**config.mk**
```make
export PLATFORM = sky130hd
export DESIGN_NAME = servo_digital_input_functions
export DESIGN_NICKNAME = d
export VERILOG_FILES = /design/src/rtl/servo_input_pkg.sv /design/src/rtl/servo_digital_input_functions.sv /design/src/rtl/input_filter.sv /design/src/rtl/func_decoder.sv
export SDC_FILE = /design/constraint.sdc
export NUM_CORES = 1
export LEC_CHECK = 0
export BUFFER_PORTS_ARGS = -buffer_cell sky130_fd_sc_hd__buf_4
export CAP_MARGIN = 20
export CORE_MARGIN = 4
export CORE_UTILIZATION = 55
export CTS_CLUSTER_SIZE = 16
export DETAILED_ROUTE_END_ITERATION = 7
export PLACE_DENSITY = 0.86
export SLEW_MARGIN = 20
export SYNTH_ARGS = -nofsm -noshare
export SYNTH_HDL_FRONTEND = slang
export SYNTH_SLANG_ARGS = --single-unit
export TNS_END_PERCENT = 10
```
**constraint.sdc**
```tcl
create_clock -name clock -period 2.8 [get_ports clock]
set_clock_uncertainty 0.2 [all_clocks]
set_input_delay 0.28 -clock clock [delete_from_list [all_inputs] [get_ports clock]]
set_output_delay 0.28 -clock clock [all_outputs]
set_load 0.02 [all_outputs]
```
**src/rtl/servo_input_pkg.sv**
```systemverilog
// Shared constants and types for the digital input function decoder
package servo_input_pkg;

    // Function codes assigned to digital input lines
    localparam logic [3:0] FN_DRIVE_ENABLE  = 4'h1;
    localparam logic [3:0] FN_FAULT_CLEAR   = 4'h2;
    localparam logic [3:0] FN_GAIN_BOOST    = 4'h3;
    localparam logic [3:0] FN_DEV_CLEAR     = 4'h4;
    localparam logic [3:0] FN_STANDSTILL    = 4'h5;
    localparam logic [3:0] FN_DIR_INVERT    = 4'h6;
    localparam logic [3:0] FN_MOTION_HOLD   = 4'h7;
    localparam logic [3:0] FN_MOVE_TRIGGER  = 4'h8;
    localparam logic [3:0] FN_TORQUE_LIMIT  = 4'h9;
    localparam logic [3:0] FN_SPEED_LIMIT   = 4'ha;
    localparam logic [3:0] FN_POS_SEL0      = 4'hb;
    localparam logic [3:0] FN_POS_SEL1      = 4'hc;
    localparam logic [3:0] FN_POS_SEL2      = 4'hd;

    localparam int         NUM_INPUTS       = 8;
    localparam int         NUM_POSITIONS    = 8;
    localparam logic [1:0] GAIN_SWITCH_ON   = 2'h1;

    // Input filter: time in ns and derived count at 100 MHz
    localparam int         CLK_PERIOD_NS    = 10;
    localparam int         FILTER_TIME_NS   = 100;
    localparam int         FILTER_CYCLES    = (FILTER_TIME_NS + CLK_PERIOD_NS - 1) / CLK_PERIOD_NS;
    localparam logic [3:0] FILTER_CNT_MAX   = 4'(FILTER_CYCLES - 1);

    localparam logic [3:0] FUNC_CODE_RESET  = 4'h0;
    localparam logic       FLAG_RESET       = 1'b0;

    typedef enum logic [2:0]
    {
        MODE_EXT_PULSE = 3'b000,
        MODE_INT_POS   = 3'b001,
        MODE_SPEED     = 3'b010,
        MODE_TORQUE    = 3'b011
    } control_mode_type;

    typedef enum logic [1:0]
    {
        CLR_DEVIATION = 2'b00,
        CLR_FEEDBACK  = 2'b01,
        CLR_ABORT     = 2'b10,
        CLR_ABORT_REPORT = 2'b11
    } clear_mode_type;

    typedef struct packed
    {
        logic drive_enable_input;
        logic fault_clear_input;
        logic gain_boost_input;
        logic deviation_clear_input;
        logic standstill_lock_input;
        logic direction_invert_input;
        logic motion_hold_input;
        logic move_trigger_input;
        logic torque_limit_enable_input;
        logic speed_limit_enable_input;
        logic position_select_bit0;
        logic position_select_bit1;
        logic position_select_bit2;
    } input_funcs_type;

    typedef struct packed
    {
        logic       servo_ready;
        logic       fault_clear_pulse;
        logic       gain_boosted;
        logic       deviation_reset_pulse;
        logic       feedback_reset_pulse;
        logic       abort_motion_pulse;
        logic       standstill_hold;
        logic       direction_inverted;
        logic       position_paused;
        logic       move_start_pulse;
        logic [2:0] move_index;
        logic       torque_limit_active;
        logic       torque_limit_from_analog;
        logic       speed_limit_active;
        logic       speed_limit_from_analog;
    } motion_ctrl_type;

    // Returns the function code of one input line
    function automatic logic [3:0] code_of(input logic [31:0] codes, input int idx);
        return codes[idx*4 +: 4];
    endfunction

endpackage

```
**src/rtl/servo_digital_input_functions.sv**
```systemverilog
// Digital input function unit: filters, decodes and applies input functions
`timescale 1ns/1ps
`default_nettype none
// Functional notes
// - Drive-enable input makes the drive servo-ready, gated by the servo-on setting.
// - Fault-clear input clears latched faults marked clearable.
// - Speed/position mode, gain switch 1, gain-boost input boosts gain.
// - Deviation-clear input runs the action the clear mode selects.
// - Deviation reset option, only in external pulse and internal position modes.
// - Feedback and rotation count reset, only in both position modes.
// - Abort option, internal position only: drop pulses, stop motion.
// - Abort-and-report option: stop, then raise target reached once stopped.
// - Standstill lock holds position while on and speed below threshold.
// - Direction invert reverses command in internal position, speed, torque modes.
// - Motion hold pauses internal position command until released.
// - Move trigger acts on rising edge only, internal position mode only.
// - Each trigger starts move to position indexed by select bits then.
// - Torque limit enable validates torque limit in speed and position modes.
// - Torque limit source is internal parameter or analog per configuration.
// - Speed limit enable validates speed limit in torque mode.
// - Speed limit source is internal parameter or analog per configuration.
// - Select inputs codes 11 to 13 form binary index of eight positions.
module servo_digital_input_functions
    import servo_input_pkg::*;
(
    input  wire logic                    clock,
    input  wire logic                    sys_rst,
    input  wire logic                    clk_en,
    input  wire logic [NUM_INPUTS-1:0]   input_lines,
    input  wire logic [NUM_INPUTS*4-1:0] input_codes,
    input  wire control_mode_type        control_mode,
    input  wire clear_mode_type          clear_mode_setting,
    input  wire logic [1:0]              gain_switch_setting,
    input  wire logic                    servo_on_setting,
    input  wire logic [15:0]             zero_speed_threshold,
    input  wire logic [15:0]             motor_speed,
    input  wire logic                    motor_stopped,
    input  wire logic                    fault_latched,
    input  wire logic                    fault_clearable,
    input  wire logic                    torque_source_analog,
    input  wire logic                    speed_source_analog,
    output var  motion_ctrl_type         ctrl,
    output var  logic                    fault_active,
    output var  logic                    target_reached_output
);

    ////////////////////////////////////////////////////////////////////////
    // Input conditioning
    logic [NUM_INPUTS-1:0] clean_lines;
    input_funcs_type       funcs;

    for (genvar g = 0; g < NUM_INPUTS; g++)
    begin : g_filt
        input_filter u_filt
        (
            .clock     (clock),
            .sys_rst   (sys_rst),
            .clk_en    (clk_en),
            .raw_in    (input_lines[g]),
            .clean_out (clean_lines[g])
        );
    end

    func_decoder u_dec
    (
        .lines (clean_lines),
        .codes (input_codes),
        .funcs (funcs)
    );

    ////////////////////////////////////////////////////////////////////////
    // Mode qualifiers
    logic in_pos_mode;
    logic in_int_pos;
    logic in_speed_pos;
    logic in_torque;

    assign in_int_pos   = (control_mode == MODE_INT_POS);
    assign in_pos_mode  = (control_mode == MODE_INT_POS) || (control_mode == MODE_EXT_PULSE);
    assign in_speed_pos = in_pos_mode || (control_mode == MODE_SPEED);
    assign in_torque    = (control_mode == MODE_TORQUE);

    ////////////////////////////////////////////////////////////////////////
    // Edge and fault state
    typedef enum logic [1:0]
    {
        ST_IDLE    = 2'b00,
        ST_STOPPING = 2'b01,
        ST_REACHED = 2'b10
    } abort_state_type;

    abort_state_type state_ff;
    abort_state_type nxt_state;
    logic            trig_prev_ff;
    logic            nxt_trig_prev;
    logic            clr_prev_ff;
    logic            nxt_clr_prev;
    logic            fault_ff;
    logic            nxt_fault;
    logic            trig_rise;
    logic            clr_rise;
    motion_ctrl_type ctrl_ff;
    motion_ctrl_type nxt_ctrl;

    assign trig_rise = funcs.move_trigger_input && !trig_prev_ff;
    assign clr_rise  = funcs.deviation_clear_input && !clr_prev_ff;

    always_comb
    begin
        nxt_trig_prev = funcs.move_trigger_input;
        nxt_clr_prev  = funcs.deviation_clear_input;
        nxt_state     = state_ff;
        nxt_fault     = fault_ff;
        // A new fault in the clear cycle must not be lost: set wins
        if (funcs.fault_clear_input && fault_clearable)
        begin
            nxt_fault = 1'b0;
        end
        if (fault_latched)
        begin
            nxt_fault = 1'b1;
        end
        unique case (state_ff)
            ST_IDLE:
            begin
                if (clr_rise && in_int_pos && clear_mode_setting == CLR_ABORT_REPORT)
                begin
                    nxt_state = ST_STOPPING;
                end
            end
            ST_STOPPING:
            begin
                if (motor_stopped)
                begin
                    nxt_state = ST_REACHED;
                end
            end
            ST_REACHED:
            begin
                // Report stands until the next move begins
                if (trig_rise && in_int_pos)
                begin
                    nxt_state = ST_IDLE;
                end
            end
            default:
            begin
                nxt_state = ST_IDLE;
            end
        endcase
    end

    ////////////////////////////////////////////////////////////////////////
    // Motion controller commands
    always_comb
    begin
        nxt_ctrl                       = '0;
        nxt_ctrl.servo_ready           = funcs.drive_enable_input && servo_on_setting;
        nxt_ctrl.fault_clear_pulse     = funcs.fault_clear_input && fault_clearable;
        nxt_ctrl.gain_boosted          = in_speed_pos && funcs.gain_boost_input
                                         && gain_switch_setting == GAIN_SWITCH_ON;
        // Clear acts once per activation, so a held input does not keep zeroing
        if (clr_rise)
        begin
            unique case (clear_mode_setting)
                CLR_DEVIATION:  nxt_ctrl.deviation_reset_pulse = in_pos_mode;
                CLR_FEEDBACK:   nxt_ctrl.feedback_reset_pulse  = in_pos_mode;
                CLR_ABORT:      nxt_ctrl.abort_motion_pulse    = in_int_pos;
                CLR_ABORT_REPORT: nxt_ctrl.abort_motion_pulse  = in_int_pos;
            endcase
        end
        nxt_ctrl.standstill_hold       = funcs.standstill_lock_input
                                         && motor_speed < zero_speed_threshold;
        nxt_ctrl.direction_inverted    = funcs.direction_invert_input
                                         && (in_int_pos || control_mode == MODE_SPEED
                                             || in_torque);
        nxt_ctrl.position_paused       = funcs.motion_hold_input && in_int_pos;
        nxt_ctrl.move_start_pulse      = trig_rise && in_int_pos;
        nxt_ctrl.move_index            = ctrl_ff.move_index;
        if (trig_rise && in_int_pos)
        begin
            // Relies on the controller holding select lines steady here
            nxt_ctrl.move_index = {funcs.position_select_bit2, funcs.position_select_bit1,
                                   funcs.position_select_bit0};
        end
        nxt_ctrl.torque_limit_active      = funcs.torque_limit_enable_input
                                            && in_speed_pos;
        nxt_ctrl.torque_limit_from_analog = torque_source_analog;
        nxt_ctrl.speed_limit_active       = funcs.speed_limit_enable_input && in_torque;
        nxt_ctrl.speed_limit_from_analog  = speed_source_analog;
    end

    always_ff @(posedge clock or posedge sys_rst)
    begin
        if (sys_rst)
        begin
            state_ff     <= ST_IDLE;
            trig_prev_ff <= FLAG_RESET;
            clr_prev_ff  <= FLAG_RESET;
            fault_ff     <= FLAG_RESET;
            ctrl_ff      <= '0;
        end
        else if (clk_en)
        begin
            state_ff     <= nxt_state;
            trig_prev_ff <= nxt_trig_prev;
            clr_prev_ff  <= nxt_clr_prev;
            fault_ff     <= nxt_fault;
            ctrl_ff      <= nxt_ctrl;
        end
    end

    assign ctrl                  = ctrl_ff;
    assign fault_active          = fault_ff;
    assign target_reached_output = (state_ff == ST_REACHED);
endmodule
`default_nettype wire

```
**src/rtl/input_filter.sv**
```systemverilog
// Two-flop synchroniser followed by a stability filter for one input line
`timescale 1ns/1ps
`default_nettype none
module input_filter
    import servo_input_pkg::*;
(
    input  wire logic clock,
    input  wire logic sys_rst,
    input  wire logic clk_en,
    input  wire logic raw_in,
    output var  logic clean_out
);

    logic       sync1_ff;
    logic       sync2_ff;
    logic [3:0] cnt_ff;
    logic       clean_ff;
    logic [3:0] nxt_cnt;
    logic       nxt_clean;

    ////////////////////////////////////////////////////////////////////////
    always_comb
    begin
        nxt_cnt   = cnt_ff;
        nxt_clean = clean_ff;
        // Changes must persist a full filter time, so a bounce never passes
        if (sync2_ff == clean_ff)
        begin
            nxt_cnt = 4'h0;
        end
        else if (cnt_ff == FILTER_CNT_MAX)
        begin
            nxt_cnt   = 4'h0;
            nxt_clean = sync2_ff;
        end
        else
        begin
            nxt_cnt = cnt_ff + 4'h1;
        end
    end

    always_ff @(posedge clock or posedge sys_rst)
    begin
        if (sys_rst)
        begin
            sync1_ff <= FLAG_RESET;
            sync2_ff <= FLAG_RESET;
            cnt_ff   <= 4'h0;
            clean_ff <= FLAG_RESET;
        end
        else if (clk_en)
        begin
            sync1_ff <= raw_in;
            sync2_ff <= sync1_ff;
            cnt_ff   <= nxt_cnt;
            clean_ff <= nxt_clean;
        end
    end

    assign clean_out = clean_ff;
endmodule
`default_nettype wire

```
**src/rtl/func_decoder.sv**
```systemverilog
// Maps filtered input lines onto functions by their assigned codes
`timescale 1ns/1ps
`default_nettype none
module func_decoder
    import servo_input_pkg::*;
(
    input  wire logic [NUM_INPUTS-1:0]   lines,
    input  wire logic [NUM_INPUTS*4-1:0] codes,
    output var  input_funcs_type         funcs
);

    // Several lines may share a code; they are ORed together
    function automatic logic any_with(input logic [3:0] fn, input logic [NUM_INPUTS-1:0] l,
                                      input logic [31:0] c);
        logic hit;
        hit = 1'b0;
        for (int i = 0; i < NUM_INPUTS; i++)
        begin
            hit = hit | (l[i] && code_of(c, i) == fn);
        end
        return hit;
    endfunction

    always_comb
    begin
        funcs.drive_enable_input        = any_with(FN_DRIVE_ENABLE, lines, codes);
        funcs.fault_clear_input         = any_with(FN_FAULT_CLEAR, lines, codes);
        funcs.gain_boost_input          = any_with(FN_GAIN_BOOST, lines, codes);
        funcs.deviation_clear_input     = any_with(FN_DEV_CLEAR, lines, codes);
        funcs.standstill_lock_input     = any_with(FN_STANDSTILL, lines, codes);
        funcs.direction_invert_input    = any_with(FN_DIR_INVERT, lines, codes);
        funcs.motion_hold_input         = any_with(FN_MOTION_HOLD, lines, codes);
        funcs.move_trigger_input        = any_with(FN_MOVE_TRIGGER, lines, codes);
        funcs.torque_limit_enable_input = any_with(FN_TORQUE_LIMIT, lines, codes);
        funcs.speed_limit_enable_input  = any_with(FN_SPEED_LIMIT, lines, codes);
        funcs.position_select_bit0      = any_with(FN_POS_SEL0, lines, codes);
        funcs.position_select_bit1      = any_with(FN_POS_SEL1, lines, codes);
        funcs.position_select_bit2      = any_with(FN_POS_SEL2, lines, codes);
    end

endmodule
`default_nettype wire

```
==> qor.txt, run 1 <==
Post-synthesis adder-cell area fraction: 0.07904
Worst Path Required: 2.85 ns
Routed length per instance: 18.55 um
Critical path's top delay family: simple AND/OR/NAND/NOR gates
Grt total ovfl: 0
Worst-Margin Slew: 0.6778 ns
Worst path slowest cell: or3_1
Postcts setup bufs: 0
Count leader, synth: dfrtp_1
CP Max Fanout: 6
Final ANT Viol Nets: 0
Area of the multi-input gates: 0.002766 mm2
Largest net degree at the start of global routing: 79
Share of layout cells above drive strength 1: 0.2461
Vias: 4634
Die width: 102.5 um
I/O pin count: 107
# setup viols final: 0
Final Power: 0.002900 W
Drt first pass iters: 5
Area leader, netlist: dfrtp_1
Final Hold Viols: 0
Die Span Y: 102.5 um
CP cell instances: or3b_1, o32ai_1, nor4_1, or3_1, mux2_4
Htree depth: 3
Peak supply drop: 0.0003730 V
Vias/cell: 6.146
Number of max-cap violations: 0
# port buffers: 106
Fmax: 0.4218 GHz
Yosys warning count: 0
Xor/xnor share of the synthesized area: 0.01428
Syn Area/Cell: 9.437 um2
Clock Sinks: 78
GPL Wtd Cong: 1.082
Synth area leaders: dfrtp_1, ha_1, mux2_2, o22ai_1, nand2b_1
Number of global-route vias before repair: 4645
CP bufs+invs: 0
Clk pin slew, worst setup/hold paths: 0.09 ns
First-pass GRT wire length: 22400 um
Relative slew slack: 0.5440
Top FF cell, synth: dfrtp_1
Worst setup SP type: flop
Dpl cell area: 0.005808 mm2
Drt total wl: 13990 um
Leakage: 2.834 nW
Fill count: 648
Register Area: 0.001952 mm2
Status: complete, no violations
Largest family of logic cells by synthesized area: simple AND/OR/NAND/NOR gates
Syn Inst Count: 520
Area grow syn2layout: 26.75%
CTS tree: built
DRC viols: 0
Compound-Gate Fraction of Synth Area: 0.1517
Clock root buffer master: clkbuf_8
Initial Util: 0.5627
PD cells: 466.2 mW/mm2
Simple logic cell fraction of the synthesized area: 0.2336
Minimum clock period: 2.371 ns
EDFF count, synth: 0
Tot GR Track Use: 0.2749
Die ar.: 0.01050 mm2
Hold Crit Class: in -> reg
Post-Syn Area: 0.004907 mm2
Seq/Total Area, Yosys: 0.3978
Post-DP HPWL: 10670 um
CP Capture Type: flop
Final worst-path cycle share: 0.8466
Cts bufs inserted: 9
Antenna violations before repair: 0
RSZ-0062 raised after global routing: false
Mux share of post-synthesis cell area: 0.08516
Skew-Pair Late Insertion Delay: 0.35 ns
Unique masters post-synth: 51
Share of the synthesized area in the top cell type: 0.3978
CTS Buffer Depth: 2
Core Rows: 34
Most common library cells after synthesis: dfrtp_1, nand2_1, inv_1
Initial DRC Count: 323
CP max stage delay: 0.49 ns
Crit Path Class: reg -> reg
Post-Route Setup TNS: 0 ns
Max-slew violation count: 0
Async SR Flop Fraction: 1.000
Antenna cells: 0
CORE AREA: 0.008721 mm2
CP arrival: 2.42 ns
Net Count, Synth: 639
#FFs+latches synth: 78
Design Area, Final: 0.006220 mm2
Final #Nets: 760
Final Util: 0.7132
## cell type report
type,count,share of cell area
multi-input combinational,394,0.4448
sequential,78,0.3138
timing repair buffer,125,0.1593
tap,108,0.02173
clock inverter,7,0.02052
clock buffer,9,0.01992
inverter,33,0.01992
## cells by family after synthesis
group,after synthesis
xor+xnor,8
buf+inv,48
compound gates,106
simple gates,212
flops,78
mux,37
fa+ha+maj,31
## stage by stage
step | worst slack, ns | cells | hold WS (ns)
floorplan | 0.3250 | 520 | 0.1766
finish | 0.4295 | 754 | 0.03114
global route | 0.3716 | 754 | 0.02964
CTS | 0.4391 | 754 | 0.009837
global placement | 0.5357 | 722 | 0.2070
detailed placement | 0.4627 | 722 | 0.2141
## flip-flops by register name, summed over array words and instances (netlist names)
| register | flops |
|---|---|
| g_filt.u_filt.sync1_ff | 8 |
| clr_prev_ff | 1 |
| state_ff | 2 |
| g_filt.u_filt.cnt_ff | 32 |
| trig_prev_ff | 1 |
| g_filt.u_filt.clean_out | 8 |
| ctrl | 17 |
| g_filt.u_filt.sync2_ff | 8 |
| fault_active | 1 |
## cells in the final DEF, fill, tap and decap left out, drive strengths merged, types with 13 or more instances in the layout
master / netlist / routed
nor2: 27 / 27
nand2b: 26 / 26
nand2: 43 / 43
dlygate4sd3: 0 / 16
o22ai: 27 / 27
o32ai: 13 / 13
inv: 33 / 37
ha: 31 / 31
nor3: 31 / 31
o21ai: 21 / 21
mux2: 29 / 29
buf: 7 / 109
nand3: 19 / 19
nand3b: 16 / 16
dfrtp: 78 / 78
## tightest hold or removal path, delay by kind of cell
kind,cells,cell delay [ns]
buffers and inverters,1,0.11
AO/OA/AOI/OAI,1,0.06
AND/OR/NAND/NOR,1,0.10
## power breakdown
group | switching, W | leakage, nW | internal (W)
registers | 0.0000941 | 1.02 | 0.00122
logic | 0.000255 | 1.69 | 0.000257
clock network | 0.000465 | 0.127 | 0.000608
total | 0.000814 | 2.83 | 0.00209
## what timing repair did
action,CTS,global route
hold buffers,16,0
resized for setup,0,0
endpoints found under the hold margin,95,0
## metal layers
metal,wire length [um],track usage
met1,5487,0.3362
met3,1163,0.07372
met5,0,0
met2,7061,0.4762
met4,278,0.07871
## worst paths after layout
kind	start	endpoint	slack, ns	cells after the start
setup / recovery	g_filt[2].u_filt.clean_out	ctrl[5]	0.43	5
max in group asynchronous	sys_rst	g_filt[4].u_filt.clean_out	1.69	4
hold / removal	gain_switch_setting[0]	ctrl[14]	0.03	3
min in group asynchronous	sys_rst	ctrl[15]	0.35	4
hold reg to reg	ctrl[16]	ctrl[16]	0.30	1
setup reg to reg	g_filt[2].u_filt.clean_out	ctrl[5]	0.43	5
Power figures use the tool's default switching activity.
==> run 2: changes to the inputs <==
Settings changed: CORE_UTILIZATION 55 to 50, PLACE_DENSITY 0.86 to 0.82.
Clock period 2.8 ns to 2.17 ns, I/O delays scaled along.
==> run 2 against run 1 <==
Critical path depth did not move. First-iteration DRC count rose by 2.8%. Wire length rose by 17%. Largest power group unchanged. Setup slack got worse by 0.40 ns. Flip-flop and latch count did not move. Register-to-register slack got worse by 0.40 ns. Final cell count rose by 9.3%. Die area rose by 9.2%. Power rose by 20%.
==> qor.txt, run 2 (synthesized netlist as in run 1, its figures left out) <==
Status: complete, no violations
Clk pin slew, worst setup/hold paths: 0.09 ns
Minimum clock period: 2.138 ns
Max FFs per register: 32
Crit Path Class: reg -> reg
Die ar.: 0.01146 mm2
Peak supply drop: 0.0004395 V
Final worst-path cycle share: 0.9853
Register Area: 0.001952 mm2
CORE AREA: 0.009415 mm2
CP arrival: 2.17 ns
Area of the multi-input gates: 0.002839 mm2
CP Capture Type: flop
CP Max Fanout: 6
Fill count: 682
Tot GR Track Use: 0.2934
Initial Util: 0.5212
Routed length per instance: 19.85 um
Fin cells: 824
Share of layout cells above drive strength 1: 0.3108
Number of global-route vias before repair: 4892
Most frequent cells in the layout: buf_4, dfrtp_1, nand2_1
Placed Instances: 786
Max-slew violation count: 0
Die width: 107.1 um
Relative slew slack: 0.6588
Number of max-cap violations: 0
Die Span Y: 107.1 um
First-pass GRT wire length: 26280 um
# setup viols final: 0
GPL Wtd Cong: 0.9831
Vias/cell: 5.990
Vias: 4936
Clock root buffer master: clkbuf_8
Hold Crit Class: in -> reg
Core Rows: 35
PD cells: 524.4 mW/mm2
Design Area, Final: 0.006655 mm2
Dpl cell area: 0.006173 mm2
Antenna cells: 0
Post-Route Setup TNS: 0 ns
Drt total wl: 16360 um
Largest net degree at the start of global routing: 59
CTS Buffer Depth: 2
CTS tree: built
Htree depth: 3
Final Power: 0.003490 W
Fmax: 0.4677 GHz
Clock Sinks: 78
Cts bufs inserted: 9
Reg with most FFs: g_filt.u_filt.cnt_ff
Final Util: 0.7068
Worst setup SP type: flop
Area grow syn2layout: 35.62%
Leakage: 3.049 nW
Post-DP HPWL: 12780 um
Final ANT Viol Nets: 0
Worst-Margin Slew: 0.5080 ns
Grt total ovfl: 0
DRC viols: 0
Final Hold Viols: 0
Final #Nets: 809
Antenna violations before repair: 0
Initial DRC Count: 332
RSZ-0062 raised after global routing: true
Worst Path Required: 2.20 ns
# port buffers: 106
Drt first pass iters: 8
I/O pin count: 107
Skew-Pair Late Insertion Delay: 0.35 ns
Commonest non-fill, non-tap cell in the layout: buf_4
-- run 2: changes by cell type in the layout (fill, tap and decap cells not counted), moves of 3 or more --
cell           before  now
or3b_1              4    1
nor4_2              0    3
o32ai_1            13   10
or3b_4              0    3
dlygate4sd3_1      16   21
o32ai_2             0    3
bufinv_16           3    0
nor4_1             11    8
buf_4             108  151
-- run 2: timing repair --
item	4_1_cts	5_1_grt
resized for setup	1	14
setup endpoints to repair	3	7
hold endpoints to repair	42	0
setup buffers	0	1
hold buffers	21	0
cloned	0	0
-- run 2: final cells by class --
cell class	count	area share
inverters	33	0.01955
clock inverters	6	0.007708
multi-input cells	394	0.4266
flip-flops and latches	78	0.2933
clock buffers	10	0.02068
repair buffers	174	0.2079
well taps	129	0.02425
-- run 2: layer usage --
| metal | global-route usage | part of all wire |
|---|---|---|
| met4 | 0.09041 | 0.029 |
| met1 | 0.3853 | 0.40 |
| met3 | 0.05780 | 0.081 |
| met2 | 0.4888 | 0.49 |
| met5 | 0 | 0 |
-- run 2: worst paths after layout --
kind                                            startpoint                        end  slack, ns  cells after the start
worst max-delay path            g_filt[6].u_filt.clean_out                    ctrl[4]       0.03                      5
worst max register to register  g_filt[6].u_filt.clean_out                    ctrl[4]       0.03                      5
worst min register to register                     ctrl[9]                    ctrl[9]       0.29                      2
worst min-delay path                       fault_clearable                   ctrl[15]       0.01                      3
max in group asynchronous                          sys_rst                    ctrl[4]       0.84                      4
min in group asynchronous                          sys_rst  g_filt[3].u_filt.sync1_ff       0.27                      3
-- run 2: through the flow --
stage / hold WS, ns / worst slack (ns)
6_report: 0.01222 / 0.03184
2_1_floorplan: 0.1136 / 0.07946
3_5_place_dp: 0.07503 / -0.06340
4_1_cts: 0.01125 / 0.01249
5_1_grt: 0.03286 / -0.03818
3_3_place_gp: 0.06621 / -0.04642
-- run 2: report_power, final --
part | switching, W | internal [W]
registers | 0.000122 | 0.00157
logic | 0.000370 | 0.000367
clock network | 0.000592 | 0.000464
-- run 2: worst max-delay path, stage by stage, from the launching register on --
cell	delay, ns
dfrtp_1	0.42
or3b_4	0.42
o22ai_2	0.17
nor4_2	0.08
or3_4	0.43
mux2_4	0.31
